[config.mk]
export PLATFORM = sky130hd
export DESIGN_NAME = tpf_sequencer
export DESIGN_NICKNAME = d
export VERILOG_FILES = /design/src/rtl/tpf_pkg.sv /design/src/rtl/tpf_sequencer.sv
export SDC_FILE = /design/constraint.sdc
export NUM_CORES = 1
export LEC_CHECK = 0
export BUFFER_PORTS_ARGS = -buffer_cell sky130_fd_sc_hd__buf_2
export CORE_AREA = 2 2 95 97
export DETAILED_ROUTE_END_ITERATION = 8
export DIE_AREA = 0 0 97 99
export PLACE_DENSITY_LB_ADDON = 0.05
export SLEW_MARGIN = 10
export SYNTH_ARGS = -nofsm -noshare
export SYNTH_HDL_FRONTEND = slang
export SYNTH_SLANG_ARGS = --single-unit
[constraint.sdc]
create_clock -name mclk_in -period 6.4 [get_ports mclk_in]
set_input_delay 1.92 -clock mclk_in [delete_from_list [all_inputs] [get_ports mclk_in]]
set_output_delay 1.92 -clock mclk_in [all_outputs]
set_load 0.005 [all_outputs]
[src/rtl/tpf_pkg.sv]
// Shared constants for the three-phase firing sequencer.
// Assumes one 20 MHz system clock and a pin-level speed oscillator input.
package tpf_pkg;
   localparam int          TPF_CLK_HZ       = 20000000;
   localparam int          TPF_DIV_WIDE     = 16;
   localparam int          TPF_DIV_NARROW   = 8;
   localparam int          TPF_STEPS        = 6;
   localparam logic [2:0]  TPF_STEP_LAST    = 3'h5;
   localparam logic [2:0]  TPF_STEP_HALF    = 3'h3;
   localparam logic [4:0]  TPF_DIVCNT_ZERO  = 5'h00;
   localparam logic [2:0]  TPF_STEP_ZERO    = 3'h0;
   // Firing train pulse period and low width, in ns
   localparam int          TPF_FT_PERIOD_NS = 10000;
   localparam int          TPF_FT_LOW_NS    = 1000;
   localparam int          TPF_FT_PERIOD_CYC = (TPF_FT_PERIOD_NS * (TPF_CLK_HZ / 1000000)) / 1000;
   localparam int          TPF_FT_LOW_CYC   = (TPF_FT_LOW_NS * (TPF_CLK_HZ / 1000000) + 999) / 1000;
   localparam logic [7:0]  TPF_FT_PERIOD_M1 = 8'(TPF_FT_PERIOD_CYC - 1);
   localparam logic [7:0]  TPF_FT_LOW_M1    = 8'(TPF_FT_LOW_CYC - 1);
   localparam logic [7:0]  TPF_FT_ZERO      = 8'h00;
   // Fire index per phase: 0 main upper, 1 main lower, 2 comm upper, 3 comm lower
   localparam int          TPF_SCR_PER_PH   = 4;
   typedef enum logic [1:0] {
      TPF_ST_IDLE  = 2'b00,
      TPF_ST_RUN   = 2'b01,
      TPF_ST_TRIP  = 2'b10,
      TPF_ST_OCL   = 2'b11
   } tpf_state_e;
endpackage

[src/rtl/tpf_sequencer.sv]
// Three-phase firing sequencer: divides the speed oscillator, builds six-step
// phases, swaps B/C on reverse, chops centre portions, and gates firing.
// Assumes chopping, trips and controls are asynchronous pins; one system clock.
`timescale 1ns/100ps
module tpf_sequencer
(
   input  wire logic              mclk_in,
   input  wire logic              resetn_in,
   input  wire logic              speed_oscillator_in,
   input  wire logic              narrow_divider_variant_in,
   input  wire logic              reverse_in,
   input  wire logic              start_n_in,
   input  wire logic              chop_in,
   input  wire logic              min_voltage_in,
   input  wire logic              volt_trip_in,
   input  wire logic              instant_overcurrent_in,
   output logic [2:0]             phase_out,
   output logic [2:0]             phase_inv_out,
   output logic [11:0]            scr_fire_out,
   output logic [2:0]             commutation_trip_out,
   output logic                   freq_feedback_out,
   output logic                   min_voltage_flag_n_out,
   output logic                   firing_train_n_out,
   output logic                   ready_run_n_out
);
   import tpf_pkg::*;

   logic              rst_m_r;
   logic              rst_n_r;
   logic [5:0]        sync_m_r;
   logic [5:0]        sync_a_r;
   logic [5:0]        sync_b_r;
   logic [5:0]        clean_r;
   logic              narrow_r;
   logic              strap_done_r;
   logic [4:0]        div_cnt_r;
   logic [2:0]        step_r;
   logic [2:0]        step_nxt;
   logic              step_tick;
   logic [7:0]        ft_cnt_r;
   tpf_state_e        state_r;
   logic [2:0]        sq;
   logic [2:0]        abc;
   logic              osc_rise;
   logic [6:0]        sync_in;

   // Reset release through two flip-flops
   always_ff @(posedge mclk_in or negedge resetn_in)
   begin
      if (!resetn_in)
      begin
         rst_m_r <= 1'b0;
         rst_n_r <= 1'b0;
      end
      else
      begin
         rst_m_r <= 1'b1;
         rst_n_r <= rst_m_r;
      end
   end

   assign sync_in = {speed_oscillator_in, reverse_in, start_n_in, chop_in,
                     min_voltage_in, volt_trip_in, instant_overcurrent_in};

   // Three-stage synchronisers; a change counts when stages two and three agree
   // Start is active low, so its stages reset high to avoid a false start request
   always_ff @(posedge mclk_in or negedge rst_n_r)
   begin
      if (!rst_n_r)
      begin
         sync_m_r <= 6'h10;
         sync_a_r <= 6'h10;
         sync_b_r <= 6'h10;
         clean_r  <= 6'h10;
      end
      else
      begin
         sync_m_r <= sync_in[5:0];
         sync_a_r <= sync_m_r;
         sync_b_r <= sync_a_r;
         for (int i = 0; i < 6; i++)
         begin
            if (sync_a_r[i] == sync_b_r[i])
               clean_r[i] <= sync_b_r[i];
         end
      end
   end

   logic [2:0] osc_sync_r;
   logic       osc_clean_r;
   always_ff @(posedge mclk_in or negedge rst_n_r)
   begin
      if (!rst_n_r)
      begin
         osc_sync_r  <= 3'h0;
         osc_clean_r <= 1'b0;
      end
      else
      begin
         osc_sync_r <= {osc_sync_r[1:0], sync_in[6]};
         if (osc_sync_r[1] == osc_sync_r[2])
            osc_clean_r <= osc_sync_r[2];
      end
   end

   wire rev_c  = clean_r[5];
   wire strt_n = clean_r[4];
   wire chop_c = clean_r[3];
   wire minv_c = clean_r[2];
   wire vtrp_c = clean_r[1];
   wire ioc_c  = clean_r[0];

   logic osc_q_r;
   always_ff @(posedge mclk_in or negedge rst_n_r)
   begin
      if (!rst_n_r)
         osc_q_r <= 1'b0;
      else
         osc_q_r <= osc_clean_r;
   end
   assign osc_rise = osc_clean_r & ~osc_q_r;

   // strap caught once after reset release
   always_ff @(posedge mclk_in or negedge rst_n_r)
   begin
      if (!rst_n_r)
      begin
         narrow_r     <= 1'b0;
         strap_done_r <= 1'b0;
      end
      else if (!strap_done_r)
      begin
         narrow_r     <= narrow_divider_variant_in;
         strap_done_r <= 1'b1;
      end
   end

   function automatic logic [4:0] div_last(input logic nar);
      div_last = nar ? 5'(TPF_DIV_NARROW - 1) : 5'(TPF_DIV_WIDE - 1);
   endfunction

   always_ff @(posedge mclk_in or negedge rst_n_r)
   begin
      if (!rst_n_r)
         div_cnt_r <= TPF_DIVCNT_ZERO;
      else if (osc_rise)
      begin
         if (div_cnt_r >= div_last(narrow_r))
            div_cnt_r <= TPF_DIVCNT_ZERO;
         else
            div_cnt_r <= div_cnt_r + 5'h01;
      end
   end
   assign step_tick = osc_rise && (div_cnt_r >= div_last(narrow_r));

   always_comb
   begin
      step_nxt = step_r;
      if (step_tick)
         step_nxt = (step_r == TPF_STEP_LAST) ? TPF_STEP_ZERO : step_r + 3'h1;
   end
   always_ff @(posedge mclk_in or negedge rst_n_r)
   begin
      if (!rst_n_r)
         step_r <= TPF_STEP_ZERO;
      else
         step_r <= step_nxt;
   end

   function automatic logic six_step(input logic [2:0] s, input logic [2:0] ofs);
      logic [3:0] t;
      t = {1'b0, s} + {1'b0, ofs};
      if (t > {1'b0, TPF_STEP_LAST})
         t = t - 4'(TPF_STEPS);
      six_step = (t[2:0] < TPF_STEP_HALF);
   endfunction

   // X, Y, Z square waves spaced two steps apart
   always_comb
   begin
      sq[0] = six_step(step_r, 3'h0);
      sq[1] = six_step(step_r, 3'h4);
      sq[2] = six_step(step_r, 3'h2);
   end

   // phase routing; reverse swaps Y and Z onto B and C
   always_comb
   begin
      abc[0] = sq[0];
      abc[1] = rev_c ? sq[2] : sq[1];
      abc[2] = rev_c ? sq[1] : sq[2];
   end

   // Middle step of either half cycle for a phase with the given offset
   function automatic logic is_centre(input logic [2:0] s, input logic [2:0] ofs);
      logic [3:0] t;
      t = {1'b0, s} + {1'b0, ofs};
      if (t > {1'b0, TPF_STEP_LAST})
         t = t - 4'(TPF_STEPS);
      is_centre = (t[2:0] == 3'h1) || (t[2:0] == (3'h1 + TPF_STEP_HALF));
   endfunction

   // centre step follows the routed phase, so reverse moves it too
   logic [2:0] mid;
   always_comb
   begin
      mid[0] = is_centre(step_r, 3'h0);
      mid[1] = rev_c ? is_centre(step_r, 3'h2) : is_centre(step_r, 3'h4);
      mid[2] = rev_c ? is_centre(step_r, 3'h4) : is_centre(step_r, 3'h2);
   end

   // Protection state machine
   always_ff @(posedge mclk_in or negedge rst_n_r)
   begin
      if (!rst_n_r)
         state_r <= TPF_ST_IDLE;
      else
      begin
         unique case (state_r)
            TPF_ST_IDLE: if (!strt_n && !vtrp_c && !ioc_c) state_r <= TPF_ST_RUN;
            TPF_ST_RUN:  if (ioc_c) state_r <= TPF_ST_OCL;
                         else if (vtrp_c) state_r <= TPF_ST_TRIP;
                         else if (strt_n) state_r <= TPF_ST_IDLE;
            TPF_ST_TRIP: if (ioc_c) state_r <= TPF_ST_OCL;
                         else if (strt_n && !vtrp_c) state_r <= TPF_ST_IDLE;
            // Lockout held until start is released and overcurrent has cleared
            TPF_ST_OCL:  if (strt_n && !ioc_c) state_r <= TPF_ST_IDLE;
         endcase
      end
   end

   // Firing train timer
   always_ff @(posedge mclk_in or negedge rst_n_r)
   begin
      if (!rst_n_r)
         ft_cnt_r <= TPF_FT_ZERO;
      else if (ft_cnt_r >= TPF_FT_PERIOD_M1)
         ft_cnt_r <= TPF_FT_ZERO;
      else
         ft_cnt_r <= ft_cnt_r + 8'h01;
   end

   // Registered outputs
   always_ff @(posedge mclk_in or negedge rst_n_r)
   begin
      if (!rst_n_r)
      begin
         phase_out              <= 3'h0;
         phase_inv_out          <= 3'h0;
         scr_fire_out           <= 12'h000;
         commutation_trip_out   <= 3'h0;
         freq_feedback_out      <= 1'b0;
         min_voltage_flag_n_out <= 1'b1;
         firing_train_n_out     <= 1'b1;
         ready_run_n_out        <= 1'b1;
      end
      else
      begin
         for (int p = 0; p < 3; p++)
         begin
            // centre step of each half cycle follows the chop
            logic pm;
            logic im;
            pm = mid[p] ? (abc[p] & chop_c) : abc[p];
            im = mid[p] ? (~abc[p] & chop_c) : ~abc[p];
            phase_out[p]     <= pm;
            phase_inv_out[p] <= im;
            // main and commutating thyristors per phase
            if (state_r == TPF_ST_OCL)
               scr_fire_out[p*TPF_SCR_PER_PH +: TPF_SCR_PER_PH] <= 4'h3;
            else if (state_r == TPF_ST_RUN)
               scr_fire_out[p*TPF_SCR_PER_PH +: TPF_SCR_PER_PH] <=
                  {~abc[p] & ~im, abc[p] & ~pm, ~pm, pm};
            else
               scr_fire_out[p*TPF_SCR_PER_PH +: TPF_SCR_PER_PH] <= 4'h0;
         end
         commutation_trip_out <= (state_r == TPF_ST_TRIP) ? 3'h7 : 3'h0;
         if (osc_rise)
            freq_feedback_out <= ~freq_feedback_out;
         min_voltage_flag_n_out <= ~minv_c;
         firing_train_n_out <= ~((state_r == TPF_ST_RUN) && (ft_cnt_r <= TPF_FT_LOW_M1));
         // low while the state machine is in run; minimum voltage is not considered
         ready_run_n_out <= ~(state_r == TPF_ST_RUN);
      end
   end

   chk_trip_all: assert property (@(posedge mclk_in) disable iff (!rst_n_r)
      (state_r == TPF_ST_TRIP) |=> (commutation_trip_out == 3'h7))
      else $error("trip not sent to every phase");
   chk_ocl_fire: assert property (@(posedge mclk_in) disable iff (!rst_n_r)
      (state_r == TPF_ST_OCL) |=> (scr_fire_out == 12'h333))
      else $error("overcurrent did not fire all mains");
   chk_ioc_entry: assert property (@(posedge mclk_in) disable iff (!rst_n_r)
      (state_r == TPF_ST_RUN && ioc_c) |=> (state_r == TPF_ST_OCL))
      else $error("overcurrent not latched");
   chk_step_wrap: assert property (@(posedge mclk_in) disable iff (!rst_n_r)
      (step_r == TPF_STEP_LAST && step_tick) |=> (step_r == TPF_STEP_ZERO))
      else $error("six step wrap wrong");
   chk_div_ratio: assert property (@(posedge mclk_in) disable iff (!rst_n_r)
      step_tick |-> (div_cnt_r == div_last(narrow_r)))
      else $error("divider ratio wrong");
   chk_fb_toggle: assert property (@(posedge mclk_in) disable iff (!rst_n_r)
      osc_rise |=> (freq_feedback_out != $past(freq_feedback_out)))
      else $error("feedback did not toggle");
   chk_phase_a: assert property (@(posedge mclk_in) disable iff (!rst_n_r)
      (!mid[0]) |=> (phase_out[0] == $past(sq[0])))
      else $error("phase A does not follow X");
   chk_rev_swap: assert property (@(posedge mclk_in) disable iff (!rst_n_r)
      (rev_c && !mid[1]) |=> (phase_out[1] == $past(sq[2])))
      else $error("reverse swap missing");
   chk_minv_flag: assert property (@(posedge mclk_in) disable iff (!rst_n_r)
      minv_c |=> !min_voltage_flag_n_out)
      else $error("min voltage flag not low");
   chk_ready_low: assert property (@(posedge mclk_in) disable iff (!rst_n_r)
      (state_r == TPF_ST_RUN) |=> !ready_run_n_out)
      else $error("ready not low while running");
   chk_strap_hold: assert property (@(posedge mclk_in) disable iff (!rst_n_r)
      strap_done_r |=> $stable(narrow_r))
      else $error("divider strap changed");
   chk_train_idle: assert property (@(posedge mclk_in) disable iff (!rst_n_r)
      (state_r != TPF_ST_RUN) |=> firing_train_n_out)
      else $error("firing train pulsed while not running");

   cov_run:   cover property (@(posedge mclk_in) disable iff (!rst_n_r) state_r == TPF_ST_RUN);
   cov_trip:  cover property (@(posedge mclk_in) disable iff (!rst_n_r) state_r == TPF_ST_TRIP);
   cov_ocl:   cover property (@(posedge mclk_in) disable iff (!rst_n_r) state_r == TPF_ST_OCL);
   cov_rev:   cover property (@(posedge mclk_in) disable iff (!rst_n_r) rev_c && step_tick);
endmodule

==> reports/results.txt, run 1 <==
Status: finished, final reports clean
First-pass GRT wire length: 8.728 mm
Final Skew: 0.01194 ns
Crit-path leading delay family: flip-flops
Synth top area share: 0.5746
Peak Freq: 348.0 MHz
Worst Path Class, Setup: flop to output pin
Worst Path Buf+Inv: 1
Vias in the first global route: 1,781
Via/cell ratio: 4.643
Worst-path maximum fanout: 1
Post-CTS resize count: 0
CP peak stage delay: 0.52 ns
Worst skew pair latency: 0.34 ns
Worst EP required: 4.48 ns
Number of H-tree levels: 3
PD cells: 425.1 nW/um^2
GPL Wtd Cong: 0.7384
Max-cap violations: 0
Area Growth Syn to Fin: 16.42%
Post-Route Utilization: 0.3973
Met2 usage: 0.1720
Final hold vios: 0
Avg Cell Area, Syn: 12.36 um^2
CTS tree: built
Pin count of the biggest net entering global routing: 57
Initial core utilization: 0.3412
Register area share after synthesis: 0.6377
Share of cells above drive strength 1: 0.2581
Min-delay worst type: flop to asynchronous set/reset pin
Synth Instances: 236
Simple-Gate Fraction of Synth Area: 0.1231
Post-Synth Adder-Cell Area: 0.04545
Ys flop type: dfrtp_1
CTS buffer count: 9
Post-synth EDFFs: 0
Postcts setup bufs: 0
Overflow after GRT: 0
Post-detail-place hpwl: 3.429 mm
Die Y: 99 um
Crit path time final: 2.873 ns
Rows: 34
Top cells by area, synth: dfrtp_1, dfstp_2, nor2_1
Synth Area in XOR/XNOR: 0.02101
Die Span X: 97 um
Vias: 1,797
Gr usage total: 0.1136
Critical Path, Cell by Cell: buf_2
Count leader, synth: dfrtp_1
Tcrit/Tclk final: 0.4490
Synth Cell Area: 2918 um^2
Top cells by instance count after synthesis: dfrtp_1, nor2_1, nand2_1
Total core area: 8551 um^2
Maximum clock insertion buffer count: 2
Post-synthesis compound-gate area fraction: 0.1308
Asr flop ratio synth: 1.000
# hold bufs at CTS: 0
Antenna violations before repair: 0
Worst path slowest cell: dfstp_2
Mux share of post-synthesis cell area: 0.01501
Yosys cell types: 47
Register bit total from synthesis: 74
ANT cells: 0
Routing usage on met1: 0.1555
CP Launch Type: flop
Slew at the pin closest to its max-slew limit: 0.6843 ns
Peak supply drop: 0.0001482 V
Count of pins over their slew limit: 0
Synth Warn #: 0
# setup viols final: 0
Routed wire length: 5.046 mm
# clock sinks: 74
Clock Tree Root: clkbuf_8
RSZ-0062 raised after global routing: no
CP endpoint kind: output pin
Worst-path clk slew: 0.09 ns
Residual DRC: 0
DIE AREA: 9603 um^2
Layout net count: 289
DR pass1 iterations: 4
Leakage power: 0.001540 uW
DR WL/cell: 13.04 um
Busiest metal layer after global routing: met2
Met3 usage: 0.02695
Fin Setup TNS: 0 ns
Drt initial violations: 73
Slew Limit Headroom: 0.5438
Port bufs: 34
Final ANT Viol Nets: 0
Largest family of logic cells by synthesized area: compound AO/OA/AOI/OAI gates
Post-synth top area cell: dfrtp_1
Io pins: 35
Crit path DAT: 0.95 ns
[layout make-up]
class | instances | area [um^2]
repair buffers | 35 | 177.7
fillers | 829 | 5154
clock buffers | 9 | 123.9
multi-input cells | 147 | 985.9
well taps | 108 | 135.1
clock inverters | 7 | 86.33
inverters | 7 | 26.28
flip-flops and latches | 74 | 1862
[worst paths after layout]
path,start,to,slack (ns),cells past startpoint
min,rst_n_r,sync_m_r[0],0.18,0
max reg2reg,step_r[1],scr_fire_out[4],3.94,6
min reg2reg,rst_n_r,sync_m_r[0],0.18,0
min in group mclk_in,sync_m_r[1],sync_a_r[1],0.35,0
max,min_voltage_flag_n_out,min_voltage_flag_n_out,3.53,1
max in group asynchronous,resetn_in,rst_n_r,4.95,1
[power breakdown]
part	switching (uW)	internal, uW	total (uW)
registers	85.0	561	646
logic	228	191	419
clock network	192	188	380
total	504	940	1440
[layer usage]
| metal | wire [um] | part of all wire |
|---|---|---|
| met5 | 0 | 0 |
| met4 | 53 | 0.011 |
| met3 | 217 | 0.043 |
| met2 | 2288 | 0.45 |
| met1 | 2486 | 0.49 |
[per-stage QoR]
| step | cell area, um^2 | cells | setup slack, ns | hold WS [ns] | total power [uW] |
|---|---|---|---|---|---|
| after floorplan | 2922 | 237 | 3.965 | 0.3312 | 959.4 |
| after global placement | 3187 | 371 | 3.893 | 0.1943 | 1082 |
| after detailed placement | 3187 | 371 | 3.888 | 0.1955 | 1085 |
| after CTS | 3397 | 387 | 3.502 | 0.2031 | 1471 |
| after global routing | 3397 | 387 | 3.472 | 0.2245 | 1554 |
| final | 3397 | 387 | 3.527 | 0.1788 | 1444 |
[flip-flops by register name, indices dropped and copies added, names as in the netlist, 3 cells and up]
register / count
step_r: 3
phase_inv_out: 3
scr_fire_out: 12
phase_out: 3
osc_sync_r: 3
sync_b_r: 6
clean_r: 6
div_cnt_r: 5
sync_m_r: 6
sync_a_r: 6
ft_cnt_r: 8
[placed cells by master (no fill, tap or decap), drive strengths merged, types with 2 or more instances in the layout]
cell | netlist | final
dfrtp | 67 | 67
buf | 6 | 35
nor2 | 20 | 20
nand2 | 16 | 16
o21ai | 11 | 11
a21oi | 10 | 10
inv | 7 | 10
clkbuf | 3 | 9
nor3 | 8 | 8
nor2b | 7 | 7
maj3 | 7 | 7
dfstp | 7 | 7
nand3 | 6 | 6
o31a | 5 | 5
ha | 5 | 5
o31ai | 5 | 5
nand2b | 4 | 4
a21o | 4 | 4
xnor2 | 4 | 4
a211o | 3 | 3
xor2 | 3 | 3
a32oi | 3 | 3
and3 | 3 | 3
mux2 | 3 | 3
o32ai | 2 | 2
a31oi | 2 | 2
clkinv | 0 | 2
conb | 1 | 2
or2 | 2 | 2
and2b | 2 | 2
[cell families (layout without fill, tap and decap cells)]
| logic type | after synthesis | in the layout |
|---|---|---|
| flops | 74 | 74 |
| xor+xnor | 7 | 7 |
| mux | 4 | 4 |
| simple gates | 72 | 72 |
| buf+inv | 16 | 58 |
| fa+ha+maj | 12 | 12 |
| compound gates | 50 | 50 |
| other cells | 1 | 2 |
No activity file was read; power rests on OpenSTA's default activity.
==> inputs of run 2 (changes only) <==
ABC_AREA = 1   (was not set)
CORE_AREA = 2 2 96 98   (was 2 2 95 97)
DIE_AREA = 0 0 98 100   (was 0 0 97 99)
clock period = 2.9 ns   (was 6.4 ns; I/O delays follow)
==> run 2 against run 1 <==
Sequential power up 120%. Final cell count up 10%. Clock power up 130%. Synthesized cell count up 13%. Count of clock-buffer cells in the layout up 1. Critical path depth increased by 8. Sequential share of layout area fell by 1.3 points. Routed wire length shrank 2.6%. Largest cell class unchanged. Largest power group unchanged.
==> reports/results.txt, run 2 <==
Drt initial violations: 58
Share of cells above drive strength 1: 0.3175
Power share of the sequential group: 0.406
GPL Wtd Cong: 0.7587
Slew at the pin closest to its max-slew limit: 0.6977 ns
Max-cap violations: 0
# setup viols final: 0
CTS tree: built
Asr flop ratio synth: 1.000
RSZ-0062 raised after global routing: no
Io pins: 35
ANT cells: 0
Top cells by instance count after synthesis: dfrtp_1, nand2_1, inv_1
Via/cell ratio: 4.293
Port bufs: 34
Pint: 2185 uW
Post-synth top area cell: dfrtp_1
Worst EP required: 3.13 ns
Worst Path Class, Setup: flop to flop
Maximum clock insertion buffer count: 2
Switching Power: 1314 uW
Area Growth Syn to Fin: 16.76%
Post-synth EDFFs: 0
Cells on worst reg2reg path: 9
Met2 Wirelength: 2.165 mm
DR WL/cell: 11.54 um
Yosys cell types: 39
Flop-to-flop setup slack: 1.02 ns
Vias in the first global route: 1,769
Synth Cell Area: 2979 um^2
Biggest regs: scr_fire_out x12, ft_cnt_r x8
Final worst slack: 1.025 ns
Clock Power Share: 0.249
Post-CTS resize count: 0
Rows: 35
Crit path time final: 1.875 ns
CP endpoint kind: flop
CTS buffer count: 9
Layout net count: 325
Combinational fraction of design power: 0.344
Commonest non-fill, non-tap cells in the layout: dfrtp_1, nand2_1, buf_2
Peak Freq: 533.3 MHz
Synth Instances: 267
Routed wire length: 4.917 mm
PD cells: 1006 nW/um^2
Gr usage total: 0.1131
Top cells by area, synth: dfrtp_1, dfstp_2, nand2_1
WHS: 0.2888 ns
Clock Tree Root: clkbuf_8
Vias: 1,829
Final hold vios: 0
Overflow after GRT: 0
Max reg flops: 12
Status: finished, final reports clean
DIE AREA: 9800 um^2
Postcts setup bufs: 0
Slew Limit Headroom: 0.5349
Register bit total from synthesis: 74
Synth Warn #: 0
Min-delay worst type: primary input to asynchronous set/reset pin
# clock sinks: 74
Die Span X: 98 um
Crit path DAT: 2.10 ns
First-pass GRT wire length: 8.507 mm
Total core area: 8890 um^2
# hold bufs at CTS: 0
Leakage power: 0.001754 uW
Worst skew pair latency: 0.34 ns
Ys flop type: dfrtp_1
Switch share: 0.3756
Total power: 3500 uW
Die Y: 100 um
FF-to-FF End: scr_fire_out[9]
CP Launch Type: flop
Number of H-tree levels: 3
Pin count of the biggest net entering global routing: 34
Register area share after synthesis: 0.6245
DR top layer: met4
Synth top area share: 0.5628
Post-detail-place hpwl: 3.561 mm
Count of pins over their slew limit: 0
FILL cells: 881
Initial core utilization: 0.3351
Register bank with the most flops: scr_fire_out
Final Skew: 0.008134 ns
Fin Setup TNS: 0 ns
Reg2reg start: step_r[1]
Peak supply drop: 0.0003170 V
Commonest non-fill, non-tap cell in the layout: dfrtp_1
DR WL met3: 216 um
Residual DRC: 0
Worst-path clk slew: 0.08 ns
Avg Cell Area, Syn: 11.16 um^2
DR pass1 iterations: 4
Tcrit/Tclk final: 0.6466
Antenna violations before repair: 0
Count leader, synth: dfrtp_1
Worst-path maximum fanout: 9
DRT met1 WL: 2.428 mm
Setup WS pre-CTS: 1.037 ns
Final ANT Viol Nets: 0
-- run 2: changes by cell type in the layout (fill, tap and decap cells not counted), moves of 5 or more --
| cell | previous run | this run |
|---|---|---|
| nand3_2 | 0 | 6 |
| nand2_2 | 0 | 11 |
| nand3_1 | 6 | 15 |
| o31a_1 | 5 | 0 |
| nand2_1 | 16 | 39 |
| inv_2 | 0 | 6 |
| nor2b_1 | 7 | 0 |
| inv_1 | 7 | 25 |
-- run 2: worst max path at each step --
stage / start / to / slack [ns] / depth (start not counted)
6_report: step_r[1] / scr_fire_out[9] / 1.02 / 9
3_5_place_dp: step_r[1] / scr_fire_out[9] / 1.04 / 9
5_1_grt: step_r[1] / scr_fire_out[9] / 0.83 / 9
2_1_floorplan: rst_n_r / clean_r[0] / 0.70 / 0
3_3_place_gp: step_r[1] / scr_fire_out[5] / 1.06 / 9
4_1_cts: step_r[1] / scr_fire_out[9] / 1.02 / 9
-- run 2: layer usage --
layer | GRT usage | vias up
li1 | - | 940
met1 | 0.1490 | 852
met2 | 0.1670 | 27
met3 | 0.03760 | 10
met4 | 0.05769 | 0
met5 | 0 | -
-- run 2: worst max-delay path: stages, from the launching register on --
cell	delay (ns)
dfrtp_1	0.55
inv_4	0.09
ha_1	0.40
nand2_2	0.10
o22ai_1	0.21
nand2_1	0.10
o21ai_2	0.12
nand2_2	0.08
nand2_1	0.06
nand2_1	0.04
-- run 2: cell families after synthesis --
logic type,Yosys count,synth area share
multiplexers,1,0.003780
buffers and inverters,40,0.06468
AO/OA/AOI/OAI,23,0.04620
AND/OR/NAND/NOR,112,0.2033
XOR/XNOR,4,0.01176
adder cells (fa/ha/maj),12,0.04452
other,1,0.001259
flip-flops,74,0.6245
-- run 2: layout make-up --
type / instances / area (um^2) / share of cell area
multi-input cells: 154 / 929.6 / 0.2673
inverters: 35 / 143.9 / 0.04137
clock inverters: 6 / 91.34 / 0.02626
clock buffers: 10 / 127.6 / 0.03669
well taps: 111 / 138.9 / 0.03993
flip-flops and latches: 74 / 1862 / 0.5353
repair buffers: 36 / 185.2 / 0.05324
-- run 2: power groups by stage --
stage	logic (uW)	registers, uW	clock network [uW]
global route	1380	1460	948
finish	1210	1420	873
detailed placement	1220	1450	0
floorplan	976	1400	0
global placement	1230	1440	0
CTS	1230	1430	909
-- run 2: through the flow --
step | area (um^2) | util | cells
after floorplan | 2983 | - | 268
after global placement | 3259 | 0.3666 | 410
after detailed placement | 3259 | 0.3666 | 410
after CTS | 3478 | 0.3913 | 426
after global routing | 3478 | 0.3913 | 426
final | 3478 | 0.3913 | 426
